**config.mk**
```make
export PLATFORM = sky130hd
export DESIGN_NAME = lic_bank
export DESIGN_NICKNAME = d
export VERILOG_FILES = /design/src/logic/lic_pkg.sv /design/src/logic/lic_chan_if.sv /design/src/logic/lic_bank.sv /design/src/logic/lic_chan_rst.sv
export SDC_FILE = /design/constraint.sdc
export NUM_CORES = 1
export LEC_CHECK = 0
export BUFFER_PORTS_ARGS = -buffer_cell sky130_fd_sc_hd__buf_4
export CORE_MARGIN = 3
export CORE_UTILIZATION = 50
export DETAILED_ROUTE_END_ITERATION = 10
export PLACE_DENSITY_LB_ADDON = 0.12
export SYNTH_ARGS = -nofsm -noshare
export SYNTH_HDL_FRONTEND = slang
export SYNTH_SLANG_ARGS = --single-unit
```
**constraint.sdc**
```tcl
create_clock -name mclk -period 15.6 [get_ports mclk]
set_input_delay 1.56 -clock mclk [delete_from_list [all_inputs] [get_ports mclk]]
set_output_delay 1.56 -clock mclk [all_outputs]
set_load 0.1 [all_outputs]
```
**src/logic/lic_pkg.sv**
```systemverilog
// Package with register map, field positions and timing constants for the line interface bank
// Notes on behaviour
// - Bits 4..0 of the third summary register show channels 21..17 with 1 meaning an interrupt is pending.
// - Bit 7 of the fourth summary register shows channel 0 pending, bits 6..0 read zero.
// - The one-second timer flag in bit 0 sets on interval expiry, clears on a written 1, resets to 0.
// - Writing 1 to channel bit 1 resets only that channel, finishing within 1 us, then the bit clears.
// - Channel bit 0 selects T1/J1 at 0 and E1 at 1, effective only while the hardware select pin is low.
// - The line standard bit survives a per-channel software reset.
// - With attenuator bits 4 and 3 both set the outgoing rate is adjusted when the FIFO is within 2 bits of full or empty.
// - Attenuator bit 3 enables the transmit jitter attenuator, default off.
// - Attenuator bits 2..1 pick FIFO depth: 00 gives 128, 01 gives 64, 1X gives 32 bits.
// - Attenuator bit 0 picks the corner frequency, low band when 1, default 0.
// - Per-channel registers repeat every 040H from 001H for channels 1..21, channel 0 at the 7C0H block.
// - The first and second summary registers show channels 8..1 and 16..9 pending.
package lic_pkg;
  localparam int          NUM_CH        = 22;
  localparam int          ADDR_W        = 13;             // Byte address, word index 11 bits
  localparam logic [10:0] IDX_SUM_LO    = 11'h2C0;
  localparam logic [10:0] IDX_SUM_MID   = 11'h300;
  localparam logic [10:0] IDX_SUM_HI    = 11'h340;
  localparam logic [10:0] IDX_SUM_ZERO  = 11'h380;
  localparam logic [10:0] IDX_TIMER     = 11'h3C0;
  localparam logic [10:0] IDX_IRQ_STAT  = 11'h7F0;
  localparam logic [10:0] IDX_IRQ_MASK  = 11'h7F1;
  localparam logic [5:0]  IDX_OFS_CHANNEL_CONFIG  = 6'h01;
  localparam logic [5:0]  IDX_OFS_TJA   = 6'h02;
  localparam logic [4:0]  CH0_BLOCK     = 5'h1F;          // 7C0H block holds channel 0
  localparam logic [4:0]  LAST_CH_BLOCK = 5'h14;          // 500H block holds channel 21
  localparam int          BIT_TIMER     = 0;
  localparam int          BIT_CHANNEL_SOFT_RESET     = 1;
  localparam int          BIT_STD       = 0;
  localparam int          BIT_CH0_SUM   = 7;
  localparam int          BIT_LIMIT     = 4;
  localparam int          BIT_EN        = 3;
  localparam int          BIT_DP_HI     = 2;
  localparam int          BIT_DP_LO     = 1;
  localparam int          BIT_BW        = 0;
  localparam logic [7:0]  TJA_MASK      = 8'h1F;
  localparam logic [7:0]  RST_VAL       = 8'h00;
  localparam logic [7:0]  DEPTH_128     = 8'h80;
  localparam logic [7:0]  DEPTH_64      = 8'h40;
  localparam logic [7:0]  DEPTH_32      = 8'h20;
  localparam logic [7:0]  GUARD_BITS    = 8'h02;
  localparam int          CLK_MHZ       = 100;
  localparam int          CHANNEL_SOFT_RESET_NS      = 1000;
  localparam int          CHANNEL_SOFT_RESET_CYC     = (CHANNEL_SOFT_RESET_NS * CLK_MHZ) / 1000;  // Longest time rounds down
  localparam int          IRQ_SRC_W     = 2;              // Timer flag, channel reset done
  localparam int          IRQ_TIMER     = 0;
  localparam int          IRQ_RSTDONE   = 1;
  typedef enum logic [1:0] {
    LIC_IDLE   = 2'b00,
    LIC_ACCESS = 2'b01,
    LIC_DONE   = 2'b10
  } lic_bus_e;
endpackage : lic_pkg
```
**src/logic/lic_chan_if.sv**
```systemverilog
// Interface carrying per-channel control from the bank to a channel reset timer
`timescale 1ns/1ps
interface lic_chan_if;
  logic start;
  logic busy;
  logic done;
  modport bank (output start, input busy, input done);
  modport chan (input start, output busy, output done);
endinterface : lic_chan_if

```
**src/logic/lic_bank.sv**
```systemverilog
// Register bank for the line interface: irq summary, timer flag, channel config
`timescale 1ns/1ps
module lic_bank
  import lic_pkg::*;
#(
  parameter int N = NUM_CH
) (
  input  wire logic                   mclk,
  input  wire logic                   rst_n,
  input  wire logic [ADDR_W-1:0]      avs_address,
  input  wire logic                   avs_read,
  input  wire logic                   avs_write,
  input  wire logic [31:0]            avs_writedata,
  input  wire logic [3:0]             avs_byteenable,
  output logic [31:0]                 avs_readdata,
  output logic                        avs_waitrequest,
  output logic [1:0]                  avs_response,
  input  wire logic [N-1:0]           chan_irq_src,
  input  wire logic                   second_tick,
  input  wire logic                   hw_standard_select_pin,
  input  wire logic [N-1:0]           fifo_near_full,
  input  wire logic [N-1:0]           fifo_near_empty,
  output logic [N-1:0]                line_is_e1,
  output logic [N-1:0]                tx_atten_enable,
  output logic [N*8-1:0]              tx_atten_fifo_depth,
  output logic [N-1:0]                tx_atten_bandwidth,
  output logic [N-1:0]                rate_slow,
  output logic [N-1:0]                rate_fast,
  output logic [N-1:0]                chan_reset,
  output logic                        irq
);
  initial begin
    if (N != NUM_CH) $error("lic_bank: N must equal NUM_CH");
  end

  ////////////////////////////////////////////////////////////////////////////
  // Reset synchroniser
  logic rst_s1_q;
  logic rst_s2_q;
  always_ff @(posedge mclk or negedge rst_n) begin
    if (!rst_n) begin
      rst_s1_q <= 1'b0;
      rst_s2_q <= 1'b0;
    end else begin
      rst_s1_q <= 1'b1;
      rst_s2_q <= rst_s1_q;
    end
  end
  logic rsn;
  assign rsn = rst_s2_q;

  ////////////////////////////////////////////////////////////////////////////
  // Address decode
  logic [10:0] idx;
  logic [4:0]  blk;
  logic [5:0]  ofs;
  logic        blk_ok;
  logic [4:0]  ch;
  logic        lane0;
  assign idx    = avs_address[ADDR_W-1:2];
  assign blk    = idx[10:6];
  assign ofs    = idx[5:0];
  assign lane0  = avs_byteenable[0];
  assign blk_ok = (blk == CH0_BLOCK) || (blk <= LAST_CH_BLOCK);
  assign ch     = (blk == CH0_BLOCK) ? 5'h00 : 5'(blk + 5'h01);

  logic       is_channel_config;
  logic       is_tja;
  assign is_channel_config = blk_ok && (ofs == IDX_OFS_CHANNEL_CONFIG);
  assign is_tja  = blk_ok && (ofs == IDX_OFS_TJA);

  ////////////////////////////////////////////////////////////////////////////
  // Bus state: one wait cycle, answer on the second edge
  lic_bus_e st_q;
  logic     wr_go;
  logic     rd_go;
  always_ff @(posedge mclk or negedge rsn) begin
    if (!rsn) begin
      st_q <= LIC_IDLE;
    end else begin
      case (st_q)
        LIC_IDLE:   st_q <= (avs_read || avs_write) ? LIC_ACCESS : LIC_IDLE;
        LIC_ACCESS: st_q <= LIC_DONE;
        LIC_DONE:   st_q <= LIC_IDLE;
        default:    st_q <= LIC_IDLE;
      endcase
    end
  end
  // Writes land on the edge where waitrequest is seen low; read data is captured one edge earlier
  assign wr_go = (st_q == LIC_DONE) && avs_write;
  assign rd_go = (st_q == LIC_ACCESS) && avs_read;

  always_ff @(posedge mclk or negedge rsn) begin
    if (!rsn) begin
      avs_waitrequest <= 1'b1;
    end else begin
      avs_waitrequest <= !(st_q == LIC_ACCESS && (avs_read || avs_write));
    end
  end

  ////////////////////////////////////////////////////////////////////////////
  // Per-channel storage
  logic [N-1:0] std_q;
  logic [7:0]   tja_q [N];
  logic [N-1:0] rst_start;
  logic [N-1:0] rst_busy;
  logic [N-1:0] rst_done;

  genvar g;
  generate
    for (g = 0; g < N; g++) begin : g_ch
      lic_chan_if cif ();
      assign cif.start    = rst_start[g];
      assign rst_busy[g]  = cif.busy;
      assign rst_done[g]  = cif.done;
      lic_chan_rst #(.CYCLES(CHANNEL_SOFT_RESET_CYC)) u_rst (
        .mclk  (mclk),
        .rst_n (rsn),
        .ctl   (cif.chan)
      );
      assign rst_start[g] = wr_go && is_channel_config && lane0 && (ch == 5'(g))
                            && avs_writedata[BIT_CHANNEL_SOFT_RESET];

      // Standard select untouched by channel reset
      always_ff @(posedge mclk or negedge rsn) begin
        if (!rsn) begin
          std_q[g] <= 1'b0;
        end else if (wr_go && is_channel_config && lane0 && ch == 5'(g)) begin
          std_q[g] <= avs_writedata[BIT_STD];
        end
      end

      // Attenuator config, returns to default on channel reset
      always_ff @(posedge mclk or negedge rsn) begin
        if (!rsn) begin
          tja_q[g] <= RST_VAL;
        end else if (rst_busy[g]) begin
          tja_q[g] <= RST_VAL;
        end else if (wr_go && is_tja && lane0 && ch == 5'(g)) begin
          tja_q[g] <= avs_writedata[7:0] & TJA_MASK;
        end
      end

      // Outputs to the line side
      always_ff @(posedge mclk or negedge rsn) begin
        if (!rsn) begin
          line_is_e1[g]                <= 1'b0;
          tx_atten_enable[g]           <= 1'b0;
          tx_atten_bandwidth[g]        <= 1'b0;
          tx_atten_fifo_depth[g*8 +: 8] <= DEPTH_128;
          rate_slow[g]                 <= 1'b0;
          rate_fast[g]                 <= 1'b0;
          chan_reset[g]                <= 1'b0;
        end else begin
          line_is_e1[g]         <= !hw_standard_select_pin && std_q[g];
          tx_atten_enable[g]    <= tja_q[g][BIT_EN];
          tx_atten_bandwidth[g] <= tja_q[g][BIT_BW];
          tx_atten_fifo_depth[g*8 +: 8] <= tja_q[g][BIT_DP_HI] ? DEPTH_32 :
                                   (tja_q[g][BIT_DP_LO] ? DEPTH_64 : DEPTH_128);
          rate_slow[g] <= tja_q[g][BIT_LIMIT] && tja_q[g][BIT_EN]
                          && fifo_near_empty[g];
          rate_fast[g] <= tja_q[g][BIT_LIMIT] && tja_q[g][BIT_EN]
                          && fifo_near_full[g];
          chan_reset[g] <= rst_busy[g];
        end
      end
    end
  endgenerate

  ////////////////////////////////////////////////////////////////////////////
  // Interrupt status, mask and one-second flag
  logic [IRQ_SRC_W-1:0] stat_q;
  logic [IRQ_SRC_W-1:0] mask_q;
  logic [IRQ_SRC_W-1:0] ev;
  logic [IRQ_SRC_W-1:0] w1c;
  logic                 tm_clr;
  assign ev[IRQ_TIMER]   = second_tick;
  assign ev[IRQ_RSTDONE] = |rst_done;
  assign w1c    = (wr_go && lane0 && idx == IDX_IRQ_STAT) ?
                  avs_writedata[IRQ_SRC_W-1:0] : '0;
  assign tm_clr = wr_go && lane0 && idx == IDX_TIMER && avs_writedata[BIT_TIMER];

  logic timer_flag_q;
  // Timer flag: set wins over clear
  always_ff @(posedge mclk or negedge rsn) begin
    if (!rsn) begin
      timer_flag_q <= 1'b0;
    end else begin
      timer_flag_q <= second_tick | (timer_flag_q & ~tm_clr);
    end
  end

  always_ff @(posedge mclk or negedge rsn) begin
    if (!rsn) begin
      stat_q <= '0;
    end else begin
      stat_q <= ev | (stat_q & ~w1c);
    end
  end

  always_ff @(posedge mclk or negedge rsn) begin
    if (!rsn) begin
      mask_q <= '0;
    end else if (wr_go && lane0 && idx == IDX_IRQ_MASK) begin
      mask_q <= avs_writedata[IRQ_SRC_W-1:0];
    end
  end

  always_ff @(posedge mclk or negedge rsn) begin
    if (!rsn) begin
      irq <= 1'b0;
    end else begin
      irq <= |(stat_q & mask_q);
    end
  end

  ////////////////////////////////////////////////////////////////////////////
  // Read mux
  logic [7:0] rd_byte;
  logic       rd_ok;
  always_comb begin
    rd_byte = 8'h00;
    rd_ok   = 1'b1;
    if (idx == IDX_SUM_LO) begin
      rd_byte = chan_irq_src[8:1];
    end else if (idx == IDX_SUM_MID) begin
      rd_byte = chan_irq_src[16:9];
    end else if (idx == IDX_SUM_HI) begin
      rd_byte = {3'b000, chan_irq_src[21:17]};
    end else if (idx == IDX_SUM_ZERO) begin
      rd_byte[BIT_CH0_SUM] = chan_irq_src[0];
    end else if (idx == IDX_TIMER) begin
      rd_byte[BIT_TIMER] = timer_flag_q;
    end else if (idx == IDX_IRQ_STAT) begin
      rd_byte[IRQ_SRC_W-1:0] = stat_q;
    end else if (idx == IDX_IRQ_MASK) begin
      rd_byte[IRQ_SRC_W-1:0] = mask_q;
    end else if (is_channel_config) begin
      rd_byte[BIT_STD]   = std_q[ch];
      rd_byte[BIT_CHANNEL_SOFT_RESET] = rst_busy[ch];
    end else if (is_tja) begin
      rd_byte = tja_q[ch];
    end else begin
      rd_ok = 1'b0;
    end
  end

  always_ff @(posedge mclk or negedge rsn) begin
    if (!rsn) begin
      avs_readdata <= 32'h0000_0000;
      avs_response <= 2'b00;
    end else if (st_q == LIC_ACCESS) begin
      avs_readdata <= rd_go ? {24'h000000, rd_byte} : 32'h0000_0000;
      avs_response <= rd_ok ? 2'b00 : 2'b11;
    end
  end
endmodule : lic_bank

```
**src/logic/lic_chan_rst.sv**
```systemverilog
// Per-channel software reset timer
`timescale 1ns/1ps
module lic_chan_rst
  import lic_pkg::*;
#(
  parameter int CYCLES = CHANNEL_SOFT_RESET_CYC
) (
  input  wire logic  mclk,
  input  wire logic  rst_n,
  lic_chan_if.chan   ctl
);
  initial begin
    if (CYCLES < 1 || CYCLES > 255) $error("lic_chan_rst: CYCLES out of range");
  end

  logic [7:0] cnt_q;

  // Count down the reset window, finishing within the limit
  always_ff @(posedge mclk or negedge rst_n) begin
    if (!rst_n) begin
      cnt_q    <= 8'h00;
      ctl.busy <= 1'b0;
      ctl.done <= 1'b0;
    end else begin
      ctl.done <= 1'b0;
      if (ctl.start) begin
        cnt_q    <= 8'(CYCLES - 1);
        ctl.busy <= 1'b1;
      end else if (ctl.busy) begin
        if (cnt_q == 8'h00) begin
          ctl.busy <= 1'b0;
          ctl.done <= 1'b1;
        end else begin
          cnt_q <= cnt_q - 8'h01;
        end
      end
    end
  end
endmodule : lic_chan_rst

```
==> results of run 1 <==
-- Yosys cell counts, types with 21 or more instances --
cell type,number,area (sq um)
or3_1,33,206.5
buf_4,137,1028
nor2_1,267,1002
mux4_2,35,788.3
mux2i_1,58,580.6
o211ai_1,27,202.7
o21ai_0,59,295.3
clkbuf_1,59,221.5
nand2_1,228,855.8
nor4_1,49,306.5
or4_1,21,157.7
nand3_1,48,240.2
mux2_2,26,292.8
inv_1,70,262.8
and3_1,63,394.1
nor2b_1,52,325.3
nor3_1,52,260.3
ha_1,27,337.8
xor2_1,23,201.4
dfstp_2,23,604.3
dfrtp_1,547,13690
xnor2_1,117,1025
a21oi_1,86,430.4
-- layout make-up --
class	instances	share of cell area
clock inverter	18	0.005281
clock buffer	90	0.06001
antenna	3	0.0002555
tap	664	0.02828
sequential	570	0.4866
inverter	71	0.009072
timing repair buffer	308	0.07956
multi-input combinational	1556	0.3309
-- routing by layer --
layer  wire, um  track usage  vias to the layer above
met3       5610      0.06207                      125
met1      27390       0.3372                     8902
met2      31570       0.4013                      635
li1           -            -                     8125
met5         62            0                        -
met4       2271      0.09353                       10
-- path summary, 6_finish.rpt --
path                                start                      to  cells past startpoint
max                        avs_address[8]         avs_readdata[0]                     11
min                              rst_s1_q                     rsn                      0
max reg2reg                           rsn     tx_atten_enable[16]                      2
min reg2reg                      rst_s1_q                     rsn                      0
max in group asynchronous             rsn     tx_atten_enable[16]                      2
min in group asynchronous             rsn  g_ch[7].u_rst.cnt_q[0]                      0
-- cells by family (layout without fill, tap and decap cells) --
| logic type | Yosys count | count (layout) | share of synthesized area |
|---|---|---|---|
| AO/OA/AOI/OAI | 241 | 241 | 0.06035 |
| XOR/XNOR | 140 | 140 | 0.04896 |
| adder cells (fa/ha/maj) | 27 | 27 | 0.01349 |
| buffers and inverters | 280 | 487 | 0.06294 |
| flip-flops | 570 | 570 | 0.5706 |
| multiplexers | 119 | 119 | 0.06634 |
| other | 2 | 138 | 0.0002998 |
| AND/OR/NAND/NOR | 894 | 894 | 0.1770 |
-- sequential cells by signal, summed over array words and instances (netlist names), 8 cells and up --
signal / count
tx_atten_bandwidth: 22
avs_readdata: 8
g_ch.u_rst.cnt_q: 176
chan_reset: 22
tja_q: 110
tx_atten_enable: 22
tx_atten_fifo_depth: 66
rate_fast: 22
rate_slow: 22
std_q: 22
line_is_e1: 22
g_ch.u_rst.ctl.busy: 22
g_ch.u_rst.ctl.done: 22
-- critical path, delay by kind of cell --
family / cells / cell delay (ns)
multiplexers: 1 / 0.66
buffers and inverters: 2 / 0.87
adder cells (fa/ha/maj): 2 / 0.82
AO/OA/AOI/OAI: 3 / 0.55
AND/OR/NAND/NOR: 3 / 0.88
-- metrics by stage --
step	total power, mW	area [sq um]
3_5_place_dp	2.147	27450
4_1_cts	3.534	29370
3_3_place_gp	2.131	27450
5_1_grt	3.652	29370
2_1_floorplan	2.070	25550
6_report	3.505	29380
-- power groups by stage --
| stage | combinational (mW) | sequential [mW] | clock [mW] |
|---|---|---|---|
| 6_report | 0.451 | 1.68 | 1.38 |
| 5_1_grt | 0.485 | 1.69 | 1.48 |
| 3_3_place_gp | 0.439 | 1.69 | 0 |
| 3_5_place_dp | 0.450 | 1.70 | 0 |
| 4_1_cts | 0.452 | 1.67 | 1.41 |
| 2_1_floorplan | 0.355 | 1.72 | 0 |
==> impl_metrics.json, run 1 <==
{
  "p_clk_frac": 0.393,
  "layout_commonest_cell": "dfrtp_1",
  "nets": 2712,
  "drv_slew": 0,
  "vias_per_cell": 5.426,
  "endpoint_kind": "register",
  "ir_drop_mv": 0.08258,
  "maxCapViolCount": 0,
  "power.density_mw_per_mm2": 119.3,
  "min_period_ns": 4.912,
  "netlist_area_sq_mm": 0.02505,
  "die_x_um": 229.8,
  "dr_total_vias": 17800,
  "worst-path-max-fanout": 35,
  "start_util": 0.5085,
  "seq_area_sq_mm": 0.01430,
  "crit_required_ns": 16.06,
  "grt_start_max_net_pins": 185,
  "swShare": 0.2849,
  "seq_area_frac_synth": 0.5706,
  "critPathArrivalTime_ns": 5.37,
  "setup_viol": 0,
  "antenna_found_initial": 9,
  "finalNonFillerCells": 3280,
  "period_share": 0.3148,
  "max_stage_delay_ns": 0.72,
  "critPathKind": "in -> reg",
  "maxSlewHeadroom": 0.2205,
  "fmax_ghz": 0.2036,
  "p_switching_uw": 998.5,
  "yosys_warnings": 0,
  "rows": 81,
  "fin_util": 0.5964,
  "fp.dieH_um": 229.8,
  "synthCells": 2273,
  "cts_made_buffers": 57,
  "htreeDepth": 2,
  "rsz0062_at_grt": "no",
  "cts_tree": "built",
  "skew_ns": 0.02109,
  "drive_above_1_share": 0.2067,
  "drc": 0,
  "synth_ff_type": "dfrtp_1",
  "cts.hold.buffers_added": 0,
  "setup-tns-final_ns": 0,
  "synthArstFlopShare": 1.000,
  "cp-start-kind": "input port",
  "hold_violations": 0,
  "cts_resized": 0,
  "grt_first_pass_wirelength_mm": 103.3,
  "ant_nets": 0,
  "grt_pass1_vias": 17800,
  "synthToLayoutAreaGrowth_pct": 17.29,
  "routedWlPerCell_um": 20.40,
  "synthDistinctLibCells": 71,
  "cts_sinks": 570,
  "setup_slack_ns": 10.69,
  "synth.avg_cell_area_sq_um": 11.02,
  "cts_root_buffer": "clkbuf_16",
  "clockBufferDepth": 3,
  "worst_slew_pin_slew_ns": 1.166,
  "outcome": "complete, no violations",
  "gp_congestion": 0.9235,
  "hpwl_mm": 47.35,
  "clk_pin_slew_ns": 0.07,
  "firstDrtPassIters": 7,
  "pre_cts_ws_ns": 10.13,
  "postCtsSetupBuffers": 0,
  "drt_wl_total_mm": 66.90,
  "pwr-share-seq": 0.478,
  "io_buffers": 298,
  "grt_usage": 0.2518,
  "first_iter_violations": 1567,
  "globalRoute.totalOverflow": 0,
  "synth-seq-cells": 570,
  "combPwrFrac": 0.129,
  "fillers": 4155,
  "worstPathCellList": "buf_4 > ha_1 > and3_1 > ha_1 > nor2_4 > buf_4 > mux4_2 > a21oi_1 > nor4_1 > o22ai_1 > a32oi_1",
  "cp_slowest_cell": "buf_4",
  "multiInputGateArea_sq_mm": 0.009721,
  "dp.cells": 3169,
  "die_area_sq_mm": 0.05281,
  "reg2reg_slack_ns": 12.69,
  "io_pins": 465,
  "holdWs_ns": 0.3499,
  "hp-class": "reg -> reg",
  "clock_latency_ns": 0.61,
  "coreArea_sq_mm": 0.04925,
  "p_leak_nw": 13.08,
  "final_cell_mix": "546 x dfrtp_1, 306 x buf_4, 266 x nor2_1",
  "synth_enable_flop_cells": 0,
  "p_int_mw": 2.506
}
Power figures use the tool's default switching activity.
==> run 2, diff against run 1 <==
clock period = 4.4 ns   (was 15.6 ns; I/O delays follow)
==> impl_metrics.json, run 2 (same netlist as run 1, synthesis figures left out) <==
{
  "met2_length_mm": 31.87,
  "clockBufferDepth": 3,
  "reg2reg_slack_ns": 1.78,
  "gp_congestion": 0.9197,
  "cp-start-kind": "input port",
  "die_x_um": 229.8,
  "highest_layer": "met5",
  "cts_root_buffer": "clkbuf_16",
  "dp.cells": 3188,
  "maxSlewHeadroom": 0.2794,
  "cts_sinks": 570,
  "p_leak_nw": 13.24,
  "power.density_mw_per_mm2": 425.7,
  "setup_viol": 0,
  "io_buffers": 298,
  "fmax_ghz": 0.3155,
  "rows": 81,
  "fillers": 4121,
  "wl_met3_mm": 4.817,
  "hp-class": "in -> reg",
  "holdCritStartpoint": "fifo_near_empty[12]",
  "postCtsSetupBuffers": 0,
  "fp.dieH_um": 229.8,
  "drive_above_1_share": 0.2127,
  "ant_nets": 0,
  "skew_ns": 0.01776,
  "grt_first_pass_wirelength_mm": 104.2,
  "reg_top3": "g_ch.u_rst.cnt_q: 176 flops, tja_q: 110 flops, tx_atten_fifo_depth: 66 flops",
  "min_period_ns": 3.170,
  "htreeDepth": 2,
  "hpwl_mm": 48.78,
  "hold-path-cell-count": 2,
  "outcome": "complete, no violations",
  "start_util": 0.5085,
  "coreArea_sq_mm": 0.04925,
  "vias_per_cell": 5.475,
  "nets": 2733,
  "finalNonFillerCells": 3299,
  "final_cell_mix": "546 x dfrtp_1, 320 x buf_4, 266 x nor2_1",
  "clock_latency_ns": 0.62,
  "cts_resized": 0,
  "synthToLayoutAreaGrowth_pct": 18.35,
  "globalRoute.totalOverflow": 0,
  "antenna_found_initial": 6,
  "layout_commonest_cell": "dfrtp_1",
  "routedWlPerCell_um": 20.48,
  "max_stage_delay_ns": 0.67,
  "critPathKind": "in -> reg",
  "maxCapViolCount": 0,
  "cts_made_buffers": 57,
  "first_iter_violations": 1342,
  "ir_drop_mv": 0.2927,
  "crit_required_ns": 4.94,
  "rr_startpoint": "st_q[0]",
  "cp_slowest_cell": "o2111ai_2",
  "worst-path-max-fanout": 27,
  "largest-register": "g_ch.u_rst.cnt_q",
  "io_pins": 465,
  "period_share": 0.7204,
  "hold_violations": 0,
  "die_area_sq_mm": 0.05281,
  "drt_wl_total_mm": 67.55,
  "grt_usage": 0.2531,
  "setup_slack_ns": 1.230,
  "drv_slew": 0,
  "cts_tree": "built",
  "hold_end": "rate_slow[12]",
  "r2r-end": "tja_q[27]",
  "worst_slew_pin_slew_ns": 1.077,
  "met1Wirelength_mm": 28.58,
  "worstPathCellList": "buf_4 > ha_1 > and3_1 > ha_1 > nor2b_1 > o21ai_1 > o2111ai_2 > buf_4 > nor2_1 > nand2_1 > a21oi_1",
  "firstDrtPassIters": 6,
  "rsz0062_at_grt": "no",
  "r2r_cells": 6,
  "largest_reg_flops": 176,
  "endpoint_kind": "register",
  "grt_pass1_vias": 18110,
  "critPathArrivalTime_ns": 3.71,
  "dr_total_vias": 18060,
  "drc": 0,
  "pre_cts_ws_ns": 0.6916,
  "cts.hold.buffers_added": 2,
  "clk_pin_slew_ns": 0.06,
  "grt_start_max_net_pins": 102
}
## run 2: metal layers
metal  up-vias  GRT usage
met4        10    0.09334
met1      9117     0.3448
met5         -          0
li1       8157          -
met3       138    0.04869
met2       639     0.4072
## run 2: worst max-delay path, delay by kind of cell
family	cells	cell delay [ns]
simple gates	4	0.71
fa+ha+maj	2	0.70
buf+inv	2	0.60
compound gates	3	1.24
## run 2: report_power, final
part	total [mW]	switching [mW]	internal (mW)
Combinational	1.62	1.17	0.453
Sequential	5.94	0.348	5.59
Clock	5.06	2.07	2.99
## run 2: stage by stage
step | TNS (ns) | power (mW) | utilization | hold WS, ns | instance area, sq um
floorplan | -612.02 | 7.339 | - | 0.1444 | 25550
global placement | 0 | 7.574 | 0.5612 | 0.2237 | 27640
detailed placement | 0 | 7.637 | 0.5612 | 0.2238 | 27640
CTS | 0 | 12.72 | 0.6017 | 0.03012 | 29640
global route | 0 | 13.11 | 0.6018 | 0.04627 | 29640
finish | 0 | 12.62 | 0.6018 | 0.06446 | 29640
## run 2: area by class of cell
type	instances	area, sq um	share of cell area
antenna	2	5.005	0.0001688
clock buffer	82	1713	0.05778
clock inverter	25	261.5	0.008822
inverter	71	266.5	0.008990
multi-input combinational	1556	9708	0.3275
sequential	570	14300	0.4823
tap	664	830.8	0.02803
timing repair buffer	329	2562	0.08644
## run 2: worst max path at each step
| stage | start | to | slack, ns | depth (start not counted) |
|---|---|---|---|---|
| 6_report | avs_address[8] | tja_q[27] | 1.23 | 11 |
| 5_1_grt | avs_address[8] | tja_q[27] | 0.94 | 11 |
| 4_1_cts | avs_address[8] | tja_q[26] | 1.36 | 11 |
| 3_5_place_dp | avs_address[8] | tja_q[26] | 0.69 | 11 |
| 3_3_place_gp | avs_address[8] | g_ch[10].u_rst.cnt_q[5] | 0.86 | 9 |
| 2_1_floorplan | rsn | avs_readdata[0] | -1.12 | 0 |
==> run 3, diff against run 2 <==
CORE_UTILIZATION = 56   (was 50)
clock period = 3.3 ns   (was 4.4 ns; I/O delays follow)
==> impl_metrics.json, run 3 (same netlist as run 1, synthesis figures left out) <==
{
  "outcome": "complete, no violations",
  "cts_sinks": 570,
  "hold-path-cell-count": 3,
  "io_pins": 465,
  "hpwl_mm": 48.77,
  "postCtsSetupBuffers": 0,
  "grt_first_pass_wirelength_mm": 105.5,
  "start_util": 0.5738,
  "critPathLaunch": "avs_address[8]",
  "coreArea_sq_mm": 0.04365,
  "rows": 76,
  "critPathKind": "in -> reg",
  "clk_pin_slew_ns": 0.06,
  "final_cell_mix": "546 x dfrtp_1, 349 x buf_4, 266 x nor2_1",
  "antenna_found_initial": 4,
  "pre_cts_ws_ns": 0.2148,
  "worst-path-max-fanout": 16,
  "cts_tree": "built",
  "htreeDepth": 2,
  "gp_congestion": 0.9367,
  "vias_per_cell": 5.640,
  "r2r-end": "g_ch[14].u_rst.cnt_q[4]",
  "p_total_mw": 16.55,
  "met1Wirelength_mm": 27.62,
  "maxCapViolCount": 0,
  "worst_slew_pin_slew_ns": 0.9321,
  "rsz0062_at_grt": "no",
  "reg2reg_slack_ns": 0.81,
  "period_share": 0.7749,
  "drc": 0,
  "cts_resized": 0,
  "layout_commonest_cell": "dfrtp_1",
  "cp-start-kind": "input port",
  "fillers": 3186,
  "hold_violations": 0,
  "met2_length_mm": 31.86,
  "first_iter_violations": 1726,
  "dp.cells": 3141,
  "min_period_ns": 2.557,
  "clockBufferDepth": 3,
  "ant_nets": 0,
  "largest-register": "g_ch.u_rst.cnt_q",
  "clock_latency_ns": 0.60,
  "wl_met3_mm": 5.650,
  "setup_slack_ns": 0.7428,
  "skew_ns": 0.01659,
  "grt_start_max_net_pins": 92,
  "maxSlewHeadroom": 0.3705,
  "synthToLayoutAreaGrowth_pct": 20.38,
  "fp.dieH_um": 217.5,
  "globalRoute.totalOverflow": 0,
  "rr_startpoint": "g_ch[14].u_rst.cnt_q[4]",
  "io_buffers": 298,
  "hp-class": "in -> reg",
  "ir_drop_mv": 0.4958,
  "endpoint_kind": "register",
  "drt_wl_total_mm": 67.51,
  "fmax_ghz": 0.3911,
  "dr_total_vias": 18590,
  "die_x_um": 217.5,
  "fin_util": 0.6908,
  "reg_top3": "g_ch.u_rst.cnt_q: 176 flops, tja_q: 110 flops, tx_atten_fifo_depth: 66 flops",
  "power.density_mw_per_mm2": 549.0,
  "firstDrtPassIters": 6,
  "cts.hold.buffers_added": 49,
  "r2r_cells": 6,
  "routedWlPerCell_um": 20.49,
  "cts_root_buffer": "clkbuf_16",
  "cts_made_buffers": 57,
  "setup_viol": 0,
  "crit_required_ns": 3.81,
  "die_area_sq_mm": 0.04730,
  "nets": 2812,
  "grt_pass1_vias": 18620,
  "finalNonFillerCells": 3295,
  "grt_usage": 0.2861,
  "critPathArrivalTime_ns": 3.07,
  "drv_slew": 0,
  "p_leak_nw": 13.52,
  "holdWs_ns": 0.03950,
  "highest_layer": "met5",
  "largest_reg_flops": 176,
  "crit_path_end": "avs_readdata[0]",
  "drive_above_1_share": 0.2134
}
[run 3: final cells by class]
| cell class | count | area, sq um | share of cell area |
|---|---|---|---|
| Tap cell | 585 | 732.0 | 0.02428 |
| Clock inverter | 21 | 240.2 | 0.007968 |
| Sequential cell | 570 | 14300 | 0.4742 |
| Timing Repair Buffer | 408 | 3311 | 0.1098 |
| Clock buffer | 83 | 1594 | 0.05287 |
| Multi-Input combinational cell | 1556 | 9708 | 0.3220 |
| Inverter | 71 | 266.5 | 0.008839 |
| Antenna cell | 1 | 2.502 | 0.00008300 |
[run 3: routing by layer]
metal,track usage,up-vias
met1,0.3963,9283
li1,-,8296
met2,0.4561,856
met3,0.05309,146
met5,0,-
met4,0.1078,4
[run 3: where the power goes]
group	switching, mW	internal, mW	total (mW)
Combinational	1.57	0.671	2.24
Clock	2.66	3.73	6.39
Sequential	0.469	7.45	7.92
[run 3: how the worst min path moves through the flow]
| stage | end | start | slack [ns] |
|---|---|---|---|
| final | st_q[0] | avs_read | 0.04 |
| after CTS | st_q[0] | avs_read | 0.004 |
| after global placement | rst_s1_q | rst_n | 0.11 |
| after detailed placement | rst_s1_q | rst_n | 0.11 |
| after floorplan | rst_s1_q | rst_n | 0.03 |
| after global routing | st_q[0] | avs_read | 0.03 |
[run 3: per-stage QoR]
| step | cell area, sq um | TNS [ns] |
|---|---|---|
| 4_1_cts | 30150 | 0 |
| 2_1_floorplan | 25550 | -1229.61 |
| 3_3_place_gp | 27820 | 0 |
| 5_1_grt | 30150 | 0 |
| 3_5_place_dp | 27820 | 0 |
| 6_report | 30150 | 0 |
[run 3: worst max-delay path, stage by stage]
cell and delay, ns:
buf_4 0.14, ha_1 0.22, and3_1 0.19, ha_1 0.24, buf_4 0.20, nor2_4 0.14, buf_4 0.32, mux4_2 0.33
a21oi_1 0.06, o41ai_1 0.53, nand3_1 0.14, a32oi_1 0.21
